[src/include/xmm_defs.vh]
`ifndef XMM_DEFS_VH
`define XMM_DEFS_VH
// ======================================
// register indices (byte address = index * 4)
`define XMM_IDX_CNF1      8'hF7
`define XMM_IDX_CNF2      8'hF8
`define XMM_IDX_BASE_HIGH 8'hF9
`define XMM_IDX_BASE_LOW  8'hFA
`define XMM_IDX_SIZE      8'hFB
`define XMM_IDX_SBLK_CTL  8'hF0
`define XMM_IDX_STATUS    8'hF1
// ======================================
// reset values
`define XMM_RST_CNF1      8'h00
`define XMM_RST_CNF2      8'h00
`define XMM_RST_BASE      8'h00
`define XMM_RST_SIZE      4'h0
// ======================================
// memory_map_config_one fields
`define XMM_C1_LPC_EN     0
`define XMM_C1_EXT_EN     1
`define XMM_C1_USER_EN    2
`define XMM_C1_FWH_EN     3
`define XMM_C1_ID_LSB     4
`define XMM_C1_ID_MSB     7
// ======================================
// memory_map_config_two fields
`define XMM_C2_BSIZE_LSB  0
`define XMM_C2_BSIZE_MSB  2
`define XMM_C2_DUAL_BOOT  3
`define XMM_C2_DUAL_USER  4
`define XMM_C2_LOCK       7
`define XMM_C2_WMASK      8'h9F
// ======================================
// serial_block_control fields
`define XMM_SB_UNLOCK     0
`define XMM_SB_LOCK_SEL   1
// ======================================
// zone size exponents
`define XMM_USER_LOG2_MIN 6'd16
`define XMM_USER_SIZE_MAX 4'h8
`define XMM_BOOT_LOG2_MIN 6'd18
`define XMM_BOOT_SIZE_MAX 3'h5
`endif

[src/hw/xmm_map_config.v]
// The Wishbone register port was decided locally.
`timescale 1ns/1ps
`include "xmm_defs.vh"

// Overview of operation
// RULE1: lock set blocks writes to both configs, base bytes, size, and lock itself.
// RULE2: lock cleared by hardware reset or standby reset, chosen by lock-well select.
// RULE3: writing map_unlock to one clears the lock.
// RULE4: dual user select with user memory enabled decodes zones 0 and 1.
// RULE5: user zone 1 equals zone 0 size, sitting directly above zone 0.
// RULE6: dual boot select places boot zone 1 directly below boot zone 0.
// RULE7: firmware-hub cycles: zone 0 at top addresses, zone 1 just below.
// RULE8: both boot zones match the same firmware-hub select id.
// RULE9: dual boot select acts when either boot space enabled; else zone 0 only.
// RULE10: boot size field 000 is 256 Kbytes, doubling up to 101 at 8 Mbytes.
// RULE11: base high byte compares against address bits 31 to 24.
// RULE12: base low byte compares against address bits 23 to 16.
// RULE13: base address bits 15 down to 0 are zero.
// RULE14: software aligns the base address to the zone size.
// RULE15: hardware reset loads 00h into config two and both base bytes; the lock bit of config two survives it when lock-well select is set.
// RULE16: user memory enable gates claiming cycles in the user zone.
// RULE17: user zone size is two to the size field plus sixteen bytes.
// RULE18: user hit when address bits above zone size equal the base bits.
module xmm_map_config #(
   parameter ADR_W = 10
) (
   input  wire             clock,
   input  wire             reset,
   input  wire             clock_en,
   input  wire             standby_reset,
   input  wire             strap_boot_en,
   input  wire             wb_cyc_i,
   input  wire             wb_stb_i,
   input  wire             wb_we_i,
   input  wire [ADR_W-1:0] wb_adr_i,
   input  wire [3:0]       wb_sel_i,
   input  wire [31:0]      wb_dat_i,
   output reg  [31:0]      wb_dat_o,
   output reg              wb_ack_o,
   input  wire             mem_valid,
   input  wire             mem_fwh_cycle,
   input  wire [3:0]       mem_fwh_id,
   input  wire [31:0]      mem_addr,
   output reg              user_zone0_hit_r,
   output reg              user_zone1_hit_r,
   output reg              boot_zone0_hit_r,
   output reg              boot_zone1_hit_r,
   output wire             map_lock
);

   // ======================================
   // register state
   reg  [7:0] cnf1_r;
   reg  [6:0] cnf2_lo_r;
   reg        lock_r;
   reg  [7:0] base_high_r;
   reg  [7:0] base_low_r;
   reg  [3:0] size_r;
   reg        lock_sel_r;
   reg  [3:0] hit_seen_r;
   wire [7:0] cnf2_r;

   assign cnf2_r = {lock_r, cnf2_lo_r};

   // ======================================
   // bus decode
   wire       req      = wb_cyc_i & wb_stb_i & ~wb_ack_o;
   wire       wr_lane  = req & wb_we_i & wb_sel_i[0];
   wire [7:0] idx      = wb_adr_i[9:2];
   wire [7:0] wdat     = wb_dat_i[7:0];
   wire       lock     = cnf2_r[`XMM_C2_LOCK];
   wire       wr_open  = wr_lane & ~lock;
   wire       wr_cnf1  = wr_open & (idx == `XMM_IDX_CNF1);
   wire       wr_cnf2  = wr_open & (idx == `XMM_IDX_CNF2);
   wire       wr_bah   = wr_open & (idx == `XMM_IDX_BASE_HIGH);
   wire       wr_bal   = wr_open & (idx == `XMM_IDX_BASE_LOW);
   wire       wr_size  = wr_open & (idx == `XMM_IDX_SIZE);
   wire       wr_sblk  = wr_lane & (idx == `XMM_IDX_SBLK_CTL);
   wire       unlock   = wr_sblk & wdat[`XMM_SB_UNLOCK];

   assign map_lock = lock;

   // ======================================
   // next values of the configuration registers
   reg  [7:0] cnf1_nxt;
   reg  [6:0] cnf2_lo_nxt;
   reg        lock_nxt;
   reg  [7:0] base_high_nxt;
   reg  [7:0] base_low_nxt;
   reg  [3:0] size_nxt;
   reg        lock_sel_nxt;
   wire [7:0] wdat_c2  = wdat & `XMM_C2_WMASK;
   wire [7:0] rst_c1   = `XMM_RST_CNF1 | {4'h0, strap_boot_en, 2'b00, strap_boot_en};
   wire [7:0] rst_c2   = `XMM_RST_CNF2;
   wire       lock_clr = standby_reset | (reset & ~lock_sel_r);

   always @* begin
      cnf1_nxt      = cnf1_r;
      cnf2_lo_nxt   = cnf2_lo_r;
      lock_nxt      = lock_r;
      base_high_nxt = base_high_r;
      base_low_nxt  = base_low_r;
      size_nxt      = size_r;
      lock_sel_nxt  = lock_sel_r;
      if (wr_cnf1) begin                  // [RULE1]
         cnf1_nxt = wdat;
      end
      if (wr_cnf2) begin                  // [RULE1]
         cnf2_lo_nxt = wdat_c2[6:0];
         lock_nxt    = wdat[`XMM_C2_LOCK];
      end
      if (wr_bah) begin                   // [RULE1]
         base_high_nxt = wdat;
      end
      if (wr_bal) begin                   // [RULE1]
         base_low_nxt = wdat;
      end
      if (wr_size) begin                  // [RULE1]
         size_nxt = wdat[3:0];
      end
      if (wr_sblk) begin
         lock_sel_nxt = wdat[`XMM_SB_LOCK_SEL];
      end
      // unlock wins over a lock write in the same cycle
      if (unlock) begin                   // [RULE3]
         lock_nxt = 1'b0;
      end
   end

   // ======================================
   // configuration registers
   // lock-well select lives in the standby well
   always @(posedge clock) begin
      if (standby_reset) begin
         lock_sel_r <= 1'b0;
      end else if (clock_en) begin
         lock_sel_r <= lock_sel_nxt;
      end
   end

   always @(posedge clock) begin
      if (reset || standby_reset) begin
         // straps taken while reset is held
         cnf1_r      <= rst_c1;
         cnf2_lo_r   <= rst_c2[6:0];        // [RULE15]
         base_high_r <= `XMM_RST_BASE;      // [RULE15]
         base_low_r  <= `XMM_RST_BASE;      // [RULE15]
         size_r      <= `XMM_RST_SIZE;
      end else if (clock_en) begin
         cnf1_r      <= cnf1_nxt;
         cnf2_lo_r   <= cnf2_lo_nxt;
         base_high_r <= base_high_nxt;
         base_low_r  <= base_low_nxt;
         size_r      <= size_nxt;
      end
   end

   // lock survives a hardware reset when the standby well is selected
   always @(posedge clock) begin
      if (lock_clr) begin                 // [RULE2]
         lock_r <= 1'b0;
      end else if (reset) begin
         lock_r <= lock_r;
      end else if (clock_en) begin
         lock_r <= lock_nxt;
      end
   end

   // ======================================
   // read mux
   reg [7:0] rdat;
   always @* begin
      rdat = 8'h00;
      // unmapped indices read zero
      case (idx)
         `XMM_IDX_CNF1: begin
            rdat = cnf1_r;
         end
         `XMM_IDX_CNF2: begin
            rdat = cnf2_r;
         end
         `XMM_IDX_BASE_HIGH: begin
            rdat = base_high_r;
         end
         `XMM_IDX_BASE_LOW: begin
            rdat = base_low_r;
         end
         `XMM_IDX_SIZE: begin
            rdat = {4'h0, size_r};
         end
         `XMM_IDX_SBLK_CTL: begin
            rdat = {6'h00, lock_sel_r, 1'b0};
         end
         `XMM_IDX_STATUS: begin
            rdat = {3'h0, lock, hit_seen_r};
         end
         default: begin
            rdat = 8'h00;
         end
      endcase
   end

   // ======================================
   // bus answer
   reg        ack_nxt;
   reg [31:0] dat_nxt;

   always @* begin
      ack_nxt = req;
      dat_nxt = wb_dat_o;
      if (req && !wb_we_i) begin
         dat_nxt = {24'h00_0000, rdat};
      end
   end

   always @(posedge clock) begin
      if (reset) begin
         wb_ack_o <= 1'b0;
         wb_dat_o <= 32'h0000_0000;
      end else if (clock_en) begin
         wb_ack_o <= ack_nxt;
         wb_dat_o <= dat_nxt;
      end
   end

   // ======================================
   // user zone decode
   reg  [3:0] usize;
   reg  [2:0] bsize;

   always @* begin
      // reserved codes above 16M act as 16M
      if (size_r > `XMM_USER_SIZE_MAX) begin
         usize = `XMM_USER_SIZE_MAX;
      end else begin
         usize = size_r;
      end
   end

   always @* begin
      // codes 110 and 111 act as 8M
      if (cnf2_r[`XMM_C2_BSIZE_MSB:`XMM_C2_BSIZE_LSB] > `XMM_BOOT_SIZE_MAX) begin
         bsize = `XMM_BOOT_SIZE_MAX;
      end else begin
         bsize = cnf2_r[`XMM_C2_BSIZE_MSB:`XMM_C2_BSIZE_LSB];
      end
   end

   // ======================================
   // zone base and masks
   wire [5:0] ulog2  = `XMM_USER_LOG2_MIN + {2'b00, usize};   // [RULE17]
   wire [31:0] ubase = {base_high_r, base_low_r, 16'h0000};   // [RULE11] [RULE12] [RULE13]
   wire [31:0] usize_b;
   wire [31:0] umask;
   wire [31:0] ubase1;
   wire [5:0]  blog2 = `XMM_BOOT_LOG2_MIN + {3'b000, bsize};  // [RULE10]
   wire [31:0] bmask;
   wire [31:0] bmask2;

   genvar gi;
   generate
      for (gi = 0; gi < 32; gi = gi + 1) begin : g_mask
         // one marks an address bit that lies inside the zone
         assign umask[gi]   = (gi < ulog2);
         assign usize_b[gi] = (gi == ulog2);
         assign bmask[gi]   = (gi < blog2);
         assign bmask2[gi]  = (gi <= blog2);
      end
   endgenerate

   // carry out of bit 31 is dropped on purpose
   wire [32:0] ubase1_sum = {1'b0, ubase} + {1'b0, usize_b};
   assign ubase1 = ubase1_sum[31:0];                           // [RULE5]

   wire user_en   = cnf1_r[`XMM_C1_USER_EN];
   wire dual_user = cnf2_r[`XMM_C2_DUAL_USER];
   wire u0_match  = ((mem_addr ^ ubase) & ~umask) == 32'h0000_0000;  // [RULE18]
   wire u1_match  = ((mem_addr ^ ubase1) & ~umask) == 32'h0000_0000; // [RULE5]
   reg  u0_hit;
   reg  u1_hit;
   always @* begin
      u0_hit = 1'b0;
      u1_hit = 1'b0;
      // hub cycles never reach the user zones
      if (mem_valid && !mem_fwh_cycle && user_en) begin    // [RULE16]
         u0_hit = u0_match;                                // [RULE18]
         u1_hit = dual_user & u1_match;                    // [RULE4]
      end
   end

   // ======================================
   // boot zone decode
   wire lpc_en    = cnf1_r[`XMM_C1_LPC_EN];
   wire fwh_en    = cnf1_r[`XMM_C1_FWH_EN];
   wire dual_boot = cnf2_r[`XMM_C2_DUAL_BOOT];
   wire id_ok     = mem_fwh_id == cnf1_r[`XMM_C1_ID_MSB:`XMM_C1_ID_LSB];        // [RULE8]
   reg  space_ok;
   always @* begin
      if (mem_fwh_cycle) begin
         space_ok = fwh_en & id_ok;       // [RULE9]
      end else begin
         space_ok = lpc_en;               // [RULE9]
      end
   end
   wire b0_match  = (mem_addr | bmask) == 32'hFFFF_FFFF;                        // [RULE7]
   wire b1_match  = ((mem_addr | bmask2) == 32'hFFFF_FFFF) & ~b0_match;          // [RULE6]
   wire b0_hit    = mem_valid & space_ok & b0_match;
   wire b1_hit    = mem_valid & space_ok & dual_boot & b1_match;                // [RULE9] [RULE7]

   // ======================================
   // hit outputs
   wire [3:0] hit_nxt;
   wire [3:0] seen_nxt;
   wire       stat_rd = req & ~wb_we_i & (idx == `XMM_IDX_STATUS);

   // zone 0 wins if a misaligned base makes both match
   assign hit_nxt = {b1_hit, b0_hit, u1_hit & ~u0_hit, u0_hit};

   always @(posedge clock) begin
      if (reset) begin
         user_zone0_hit_r <= 1'b0;
         user_zone1_hit_r <= 1'b0;
         boot_zone0_hit_r <= 1'b0;
         boot_zone1_hit_r <= 1'b0;
         hit_seen_r       <= 4'h0;
      end else if (clock_en) begin
         user_zone0_hit_r <= hit_nxt[0];
         user_zone1_hit_r <= hit_nxt[1];
         boot_zone0_hit_r <= hit_nxt[2];
         boot_zone1_hit_r <= hit_nxt[3];
         hit_seen_r       <= seen_nxt;
      end
   end

   // ======================================
   // sticky hit record
   genvar hi;
   generate
      for (hi = 0; hi < 4; hi = hi + 1) begin : g_seen
         // a status read clears, a new hit in the same cycle wins
         assign seen_nxt[hi] = hit_nxt[hi] | (hit_seen_r[hi] & ~stat_rd);
      end
   endgenerate

endmodule

[config.mk]
export PLATFORM = sky130hd
export DESIGN_NAME = xmm_map_config
export DESIGN_NICKNAME = d
export VERILOG_FILES = /design/src/hw/xmm_map_config.v
export VERILOG_INCLUDE_DIRS = /design/src /design/src/include
export SDC_FILE = /design/constraint.sdc
export NUM_CORES = 1
export LEC_CHECK = 0
export ABC_AREA = 1
export BUFFER_PORTS_ARGS = -buffer_cell sky130_fd_sc_hd__buf_2
export CAP_MARGIN = 40
export CORE_UTILIZATION = 48
export CTS_CLUSTER_SIZE = 16
export DETAILED_ROUTE_END_ITERATION = 8
export PLACE_DENSITY = 0.78
export SLEW_MARGIN = 20
export SYNTH_ARGS = -nofsm -noshare
export SYNTH_HDL_FRONTEND = slang
export SYNTH_SLANG_ARGS = --single-unit
[constraint.sdc]
create_clock -name clock -period 2.39 [get_ports clock]
set_input_delay 0.239 -clock clock [delete_from_list [all_inputs] [get_ports clock]]
set_output_delay 0.239 -clock clock [all_outputs]
set_load 0.1 [all_outputs]
==> results of run 1 <==
==> stage by stage <==
step / total power, mW / instance area (um2) / TNS, ns
after floorplan: 1.23 / 4540 / 0
after global placement: 1.30 / 4950 / -0.191
after detailed placement: 1.30 / 4950 / -0.348
after CTS: 1.82 / 5120 / -0.155
after global routing: 1.89 / 5190 / -0.491
final: 1.82 / 5190 / -0.249
==> layout make-up <==
type	instances	area (um2)
Timing Repair Buffer	98	586
Clock buffer	5	68.8
Sequential cell	52	1070
Clock inverter	3	25.0
Inverter	117	439
Tap cell	108	135
Fill cell	850	3620
Multi-Input combinational cell	562	2870
==> final timing paths <==
kind / start / to / slack [ns] / cells past startpoint
hold reg to reg: wb_dat_o[7] / wb_dat_o[7] / 0.47 / 2
setup / recovery: size_r[3] / hit_seen_r[1] / -0.13 / 18
setup reg to reg: size_r[3] / hit_seen_r[1] / -0.13 / 18
hold / removal: wb_dat_i[6] / base_high_r[6] / 0.21 / 3
==> kinds of logic (layout without fill, tap and decap cells) <==
kind of cell | after synthesis | in the layout | synth area share [%]
flip-flops | 52 | 52 | 24.0
AO/OA/AOI/OAI | 132 | 132 | 15.9
XOR/XNOR | 18 | 18 | 3.57
adder cells (fa/ha/maj) | 21 | 21 | 6.11
buffers and inverters | 153 | 223 | 15.5
AND/OR/NAND/NOR | 361 | 361 | 34.9
other | 1 | 30 | 0.0848
==> where the power goes <==
| group | total (mW) | switching [mW] | leakage (nW) | internal (mW) |
|---|---|---|---|---|
| registers | 0.878 | 0.00353 | 0.425 | 0.875 |
| clock network | 0.529 | 0.314 | 0.0466 | 0.214 |
| logic | 0.412 | 0.326 | 2.26 | 0.0859 |
==> critical path: cells and delay by family, from the launching register on <==
family,cells,cell delay [ns]
fa+ha+maj,2,0.68
compound gates,1,0.15
buf+inv,3,0.16
simple gates,12,1.10
flops,1,0.37
==> Yosys cell counts (all sizes together) <==
cell type,number,share of area (%)
o211ai,2,0.34
ha,20,5.7
buf,31,5.1
o22ai,6,0.85
nor4,3,0.42
dfxtp,50,23
clkbuf,5,0.45
o31ai,2,0.34
a31oi,2,0.28
xor2,6,1.2
a21o,1,0.17
fa,1,0.45
clkinv,2,0.17
and3,1,0.14
o21ai,44,5.0
a211oi,1,0.17
or2,2,0.28
edfxtp,2,1.4
inv,115,9.8
nor2,65,6.4
a21boi,1,0.17
nand3b,7,1.2
o2111ai,1,0.20
a21oi,69,7.8
nand4,16,2.3
nand3,37,4.2
nor3,7,0.91
nand2,223,19
o21bai,1,0.17
conb,1,0.085
xnor2,12,2.4
o221ai,2,0.40
==> registers in the layout, summed over array words and instances, names as in the netlist, 4 cells and up <==
name / flops
base_high_r: 8
base_low_r: 8
cnf1_r: 8
wb_dat_o: 8
cnf2_lo_r: 5
hit_seen_r: 4
size_r: 4
==> timing repair <==
item | 4_1_cts | 5_1_grt
endpoints found under the setup margin | 2 | 4
gates resized for setup | 9 | 18
setup buffers | 8 | 1
pin swaps | 4 | 7
endpoints found under the hold margin | 0 | 0
==> layer usage <==
metal	up-vias	part of all wire, %	global-route usage [%]
met1	2231	43	36.6
li1	2501	-	-
met3	35	7.6	3.94
met5	-	0	0
met2	221	46	46.0
met4	0	3.4	11.4
==> summary by stage, run 1 <==
Run status
The run finished, with violations left. The final reports fail on DRC, setup timing.

Detailed routing
The pre-antenna-repair detailed-routing pass consisted of 7 iterations. Detailed routing inserted a total of 4988 vias. The total DRC errors in the routed layout is 6. The first routing iteration left 357 violations. The post-detailed-routing wire length is 13500 um. Once detail routing completed, the nets flagged for antenna violations numbered 0. Using the TritonRoute via totals, the vias-per-cell ratio works out to 5.28.

The per-cell routed wire length is 14.3 um.

STA
Hold is met by 0.207 ns. The final-report max-slew violation count was 0. Of the available clock period, the critical path in the final layout requires 105%. The clock period minus worst slack is 2.52 ns.

The number of hold-slack violations in the final timing report is 0. For this run, the top clock speed supported by timing is 397 MHz. Setup slack on the critical path of the routed design comes to -0.126 ns. Setup violations remaining at the end of the flow were counted as 2. Setup repair after global routing could not meet its margin everywhere. The maximum clock skew at final layout is 0.00870 ns.

Worst setup path
For this design, the slowest cell found on the critical path is fa_2. The critical path goes through nor2_4 -> nand3_2 -> inv_2 -> ha_4 -> inv_2 -> fa_2 -> inv_2 -> nand2_1 -> nand2_1 -> nand2_2 -> nand2_2 -> nor2_2 -> nand2_1 -> nor2_2 -> nand3_2 -> nor3_2 -> nand3_2 -> a21oi_2. The class of the most critical setup path is reg2reg. STA puts the critical path data arrival time at 2.77 ns. The nature of the critical path endpoint is a flip-flop. Along the worst path, the maximum fanout reaches 4. At the worst endpoint, the required time is 2.65 ns. On the worst path, the slowest cell contributes a delay of 0.55 ns. STA classifies the critical path startpoint as a flip-flop.

Final layout
The post-synthesis to final-layout area growth is 17.3%. Of the cells placed in the final design, the portion with a size suffix greater than 1 is 18.2%. Once layout is complete, the utilization of the core stands at 58.9%. The number of nets in the finished design is 949. Leaving out fill and tap cells, the most frequent cell in the layout is nand2_1. The number of cells in the finished layout apart from fillers is 945. Leaving out fill and tap cells, the most frequent cells in the layout are nand2_1 (219), inv_1 (104), a21oi_1 (66). The total inserted antenna cells is 0.

Die
The width of the die is 98.0 um. The initial utilization of the core area, before any placement, comes to 50.2%. 130 I/O pins were placed. The number of placement rows is 34.

The die height is 98.0 um. The total area inside the core boundary comes to 8810 um2. The die covers 9600 um2.

Clock network
In this run the deepest clock path goes through 2 buffers. After clock tree synthesis, the clock-pin slew on the worst setup and hold paths is 0.10 ns. The insertion delay to the later sink of the worst-skew pair is 0.31 ns. TritonCTS built the clock tree. The root buffer cell is clkbuf_8. The clock sink count is 52. Buffers inserted during clock tree synthesis total 5. In this run, post-CTS hold repair placed 0 buffers. The maximum level of the CTS H-tree is 2.

Global route
The number of antenna violations at the first check in global routing is 0. The pin count of the biggest net entering global routing is 34. For this run the aggregate overflow at the end of global routing stands at 0. The wire length of the first global-routing pass is 21400 um. The via count of the first global-routing pass is 4499. The all-layer global routing usage is 27.9%.

Pwr
Across the VDD grid, the largest voltage drop is 0.000341 V. The power per standard cell area is 351 nW/um2. The static power due to leakage is 2.73 nW.

Yosys
The Yosys step of the flow raised 0 warnings. Yosys mapped the design onto 42 distinct sky130hd cell types. In this run the cell area of the synthesized design comes to 4420 um2.

Sequential elements use 24.0% of the synthesized area. The synthesized area per cell is 5.99 um2. Synthesis handed over a netlist of 738 instances. After synthesis the netlist holds a flip-flop and latch count of 52.

Placed design
During placement, the flow inserted port buffers numbering 60. Routability-driven placement finished with a final weighted congestion of 0.988. The detailed placement HPWL is 11000 um.

OpenSTA, run right after detailed placement, puts the worst setup slack at -0.176 ns. The number of instances in the placed design is 928.

Job
The number of maximum-capacitance constraint violations is 0.

Hold path
The worst hold path belongs to the class in2reg.
Power figures use the tool's default switching activity.
==> run 2, diff against run 1 <==
Settings changed: ABC_AREA 1 to 0, CORE_UTILIZATION 48 to 47, PLACE_DENSITY 0.78 to 0.77, RECOVER_POWER from default to 25.
==> summary by stage, run 2 <==
Yosys
The synthesized area per cell is 7.89 um2 (+32%). The post-synthesis instance total is 532 (-28%). The leading register cell type out of synthesis is dfxtp_1.

The number of synthesis warnings was 0 (unchanged). The proportion of synthesized chip area in sequential cells is 25.3% (+1.3 points). The number of distinct standard cells referenced by the synthesized netlist is 72 (+71%).

The cell taking the most area after synthesis is dfxtp_1. The share of flip-flops with an asynchronous set or reset after synthesis is 0% (unchanged). The flip-flop and latch count after synthesis is 52 (unchanged). The number of enable-type register cells in the synthesized netlist is 2 (unchanged). The fraction of post-synthesis cell area in the top cell type by area is 23.8% (+1.2 points).

nor2_1 is the most common cell in the netlist. The commonest cells after synthesis are nor2_1 (62), a21oi_1 (51), dfxtp_1 (50), nand2_1 (50), buf_4 (27). By area the synthesized netlist is led by dfxtp_1 (24%), a21oi_1 (6.1%), ha_1 (6.0%), nor2_1 (5.5%), mux2i_1 (5.0%).

The area of the mapped netlist is 4200 um2 (-5.0%).

Placed design
The detailed placement HPWL is 11200 um (+1.7%). The post-placement cell area is 5090 um2 (+2.9%). The count of input and output buffers came to 60 (unchanged). The number of instances in the placed design is 761 (-18%). The routability congestion estimate from global placement is 0.976 (-1.2%).

Worst setup path
The worst register-to-register path ends at hit_seen_r[1]. The slack of the worst reg-to-reg path is -0.68 ns (-0.56 ns). The nature of the critical path endpoint is a flip-flop. The class of the most critical setup path is reg2reg. The data arrival at the endpoint of the critical path is 3.33 ns (+0.56 ns). The top fanout value on the critical path is 4 (unchanged).

In this run the worst setup path begins at size_r[0]. The most prevalent standard cell on the critical path is buf_4. Traced cell by cell, the critical path runs through buf_4 -> nand2b_1 -> nor3_1 -> ha_1 -> buf_4 -> a221oi_4 -> a21oi_2 -> o31a_1 -> or3_1 -> nand3_1 -> or4b_4 -> nand2_1. The worst reg-to-reg path cell count was 12 (-6). STA classifies the critical path startpoint as a flip-flop.

The critical path endpoint is hit_seen_r[1]. The required time reported for the critical path endpoint was 2.65 ns (about the same). In this run the critical register-to-register path is launched from size_r[0].

Among all stages on the critical path, the largest delay is contributed by or4b_4. The critical path's largest stage delay is 0.49 ns (-0.06 ns).

Die
The initial cell density of the core is 48.4% (-1.8 points). The die outline area is 9320 um2 (-3.0%). The die height is 96.5 um (-1.5%). The number of placement rows is 34 (unchanged). The width of the die was 96.5 um (-1.5%). The core box area is 8680 um2 (-1.4%). The count of pins on the block boundary is 130 (unchanged).

Clock network
The tree is rooted in a clkbuf_8. The insertion delay to the later sink of the worst-skew pair is 0.31 ns (about the same). The worst-case clock buffer depth is 2 (unchanged). The clock-pin transition on the worst setup and hold timing paths came to 0.10 ns (about the same). TritonCTS built the clock tree. The number of buffers created by CTS is 5 (unchanged). The maximum level of the CTS H-tree is 2 (unchanged). The clock sink count is 52 (unchanged).

Final layout
The number of nets in the finished design is 774 (-18%). The post-synthesis to final-layout area growth is 24.3%. The end-of-flow core utilization came to 60.1% (+1.2 points).

The total inserted antenna cells is 0 (unchanged). The post-route cell area is 5220 um2 (+0.58%). The most common cell after layout, fill and taps aside is buf_4. The ratio of cells with drive above 1 in the final layout came to 26.0% (+7.8 points). The number of cells in the finished layout apart from fillers came to 770 (-19%). The top cell types in the final layout, fill and taps aside, are buf_4 (81), nor2_1 (62), nand2_1 (50).

STA
The worst hold margin came to 0.123 ns (-0.0840 ns). The clock period minus worst slack is 3.07 ns (+0.558 ns). The number of hold-slack violations in the final timing report is 0 (unchanged). The maximum clock skew at final layout came to 0.0127 ns (+0.00400 ns). The maximum clock frequency is 325 MHz (-18%).

The final-report max-slew violation count is 0 (unchanged). The worst-case headroom to the max-slew limit is 22.0%. Setup repair after global routing could not meet its margin everywhere. At the pin with the least slew margin, the transition time is 1.18 ns. The worst setup slack after layout is -0.684 ns (-0.558 ns). The total setup violations reported at the end of the flow is 2 (unchanged).

The fraction of the cycle the final worst path needs came to 129% (+23 points).

Global route
The met1 usage is 42.9% (+6.4 points). The most crowded layer after global routing is met2. The met2 capacity usage during global routing is 47.9% (+1.9 points). The via count of the first global-routing pass came to 4090 (-9.1%). The pin count of the biggest net entering global routing is 22 (-35%). The wire length of the first global-routing pass is 21200 um (-1.0%).

The aggregate global routing overflow is 0 (unchanged). The number of antenna violations at the first check in global routing is 0 (unchanged). The met3 capacity usage during global routing is 4.15% (+0.21 points).

The all-layer global routing usage is 30.2% (+2.2 points).

Run status
The checks that failed: setup timing. The flow ran to the end, but the final reports show violations.

Detailed routing
The post-detailed-routing wire length came to 13700 um (+1.7%). The total vias in the final route is 4473 (-10%). The iteration count of the initial detailed-routing pass is 5 (-2).

The violation count after the first detailed-route iteration is 488 (+37%). The total DRC errors in the routed layout is 0 (-6). The number of nets with antenna violations after routing is 0 (unchanged).

The per-cell routed wire length came to 17.9 um (+25%). The vias per cell is 5.81 (+10%).

Job
The number of maximum-capacitance constraint violations is 0 (unchanged).

Pwr
The combinational power share is 23.8% (+1.2 points). The power per standard cell area was 351 nW/um2 (+0.16%). The worst voltage drop across the vdd grid is 0.000358 V (+5.1%).

The static power due to leakage is 2.24 nW (-18%). The total power after layout came to 1.83 mW (+0.74%). The relative contribution of the clock network to total power came to 28.2% (-0.9 points). The switching component of the power is 0.609 mW (-5.4%). The cell internal power dissipation came to 1.22 mW (+4.1%). The proportion of total power due to net switching was 33.2% (-2.1 points). The relative contribution of sequential cells to total power is 47.9% (-0.4 points).

Hold path
The type of the most critical hold path is in2reg.
-- run 2: area by class of cell --
| cell class | count | area, um2 |
|---|---|---|
| clock buffers | 7 | 86.3 |
| clock inverters | 1 | 7.51 |
| fillers | 832 | 3460 |
| inverters | 13 | 48.8 |
| multi-input cells | 447 | 2980 |
| flip-flops and latches | 52 | 1070 |
| well taps | 108 | 135 |
| repair buffers | 142 | 895 |
-- run 2: cells by family (layout without fill, tap and decap cells) --
logic type / after synthesis / in the layout / synth area share (%)
xor gates and xnor gates: 40 / 40 / 8.34
muxes: 24 / 24 / 6.61
buffers and inverters: 62 / 163 / 8.61
adders and majority gates: 21 / 21 / 6.44
DFF: 52 / 52 / 25.3
other: 1 / 30 / 0.0893
and+or+nand+nor: 204 / 204 / 23.4
AOI/OAI and AO/OA: 128 / 128 / 21.3
-- run 2: critical path: cells and delay by family (launching register included) --
kind,cells,cell delay (ns)
and+or+nand+nor,6,1.35
AOI/OAI and AO/OA,3,0.73
DFF,1,0.37
buffers and inverters,2,0.30
adders and majority gates,1,0.28
-- run 2: metrics by stage --
stage	setup WS (ns)	TNS [ns]
after floorplan	-0.472	-0.941
after global placement	-0.705	-1.40
after detailed placement	-0.766	-1.52
after CTS	-0.741	-1.47
after global routing	-0.844	-1.68
final	-0.684	-1.36
-- run 2: worst min path at each step --
stage,startpoint,endpoint,slack [ns],cells after the start
after floorplan,standby_reset,lock_sel_r,0.31,1
after global placement,standby_reset,map_lock,0.45,2
after detailed placement,standby_reset,lock_sel_r,0.44,2
after CTS,standby_reset,lock_sel_r,0.11,2
after global routing,standby_reset,lock_sel_r,0.13,2
final,standby_reset,lock_sel_r,0.12,2
-- run 2: per-layer routing --
| metal | wire [um] | up-vias |
|---|---|---|
| li1 | - | 2134 |
| met1 | 6180 | 2127 |
| met2 | 6250 | 193 |
| met3 | 1030 | 19 |
| met4 | 289 | 0 |
| met5 | 0 | - |
-- run 2: repair_timing --
item                       4_1_cts  5_1_grt
pin swaps                        4        2
setup endpoints to repair        2        6
setup buffers                    0        1
gates resized for setup          3        9
hold buffers                     0        0
-- run 2: power groups by stage --
stage | registers, mW | logic, mW | clock network (mW)
after floorplan | 0.902 | 0.329 | 0
after global placement | 0.899 | 0.425 | 0
after detailed placement | 0.899 | 0.427 | 0
after CTS | 0.879 | 0.429 | 0.521
after global routing | 0.878 | 0.462 | 0.559
final | 0.878 | 0.436 | 0.517
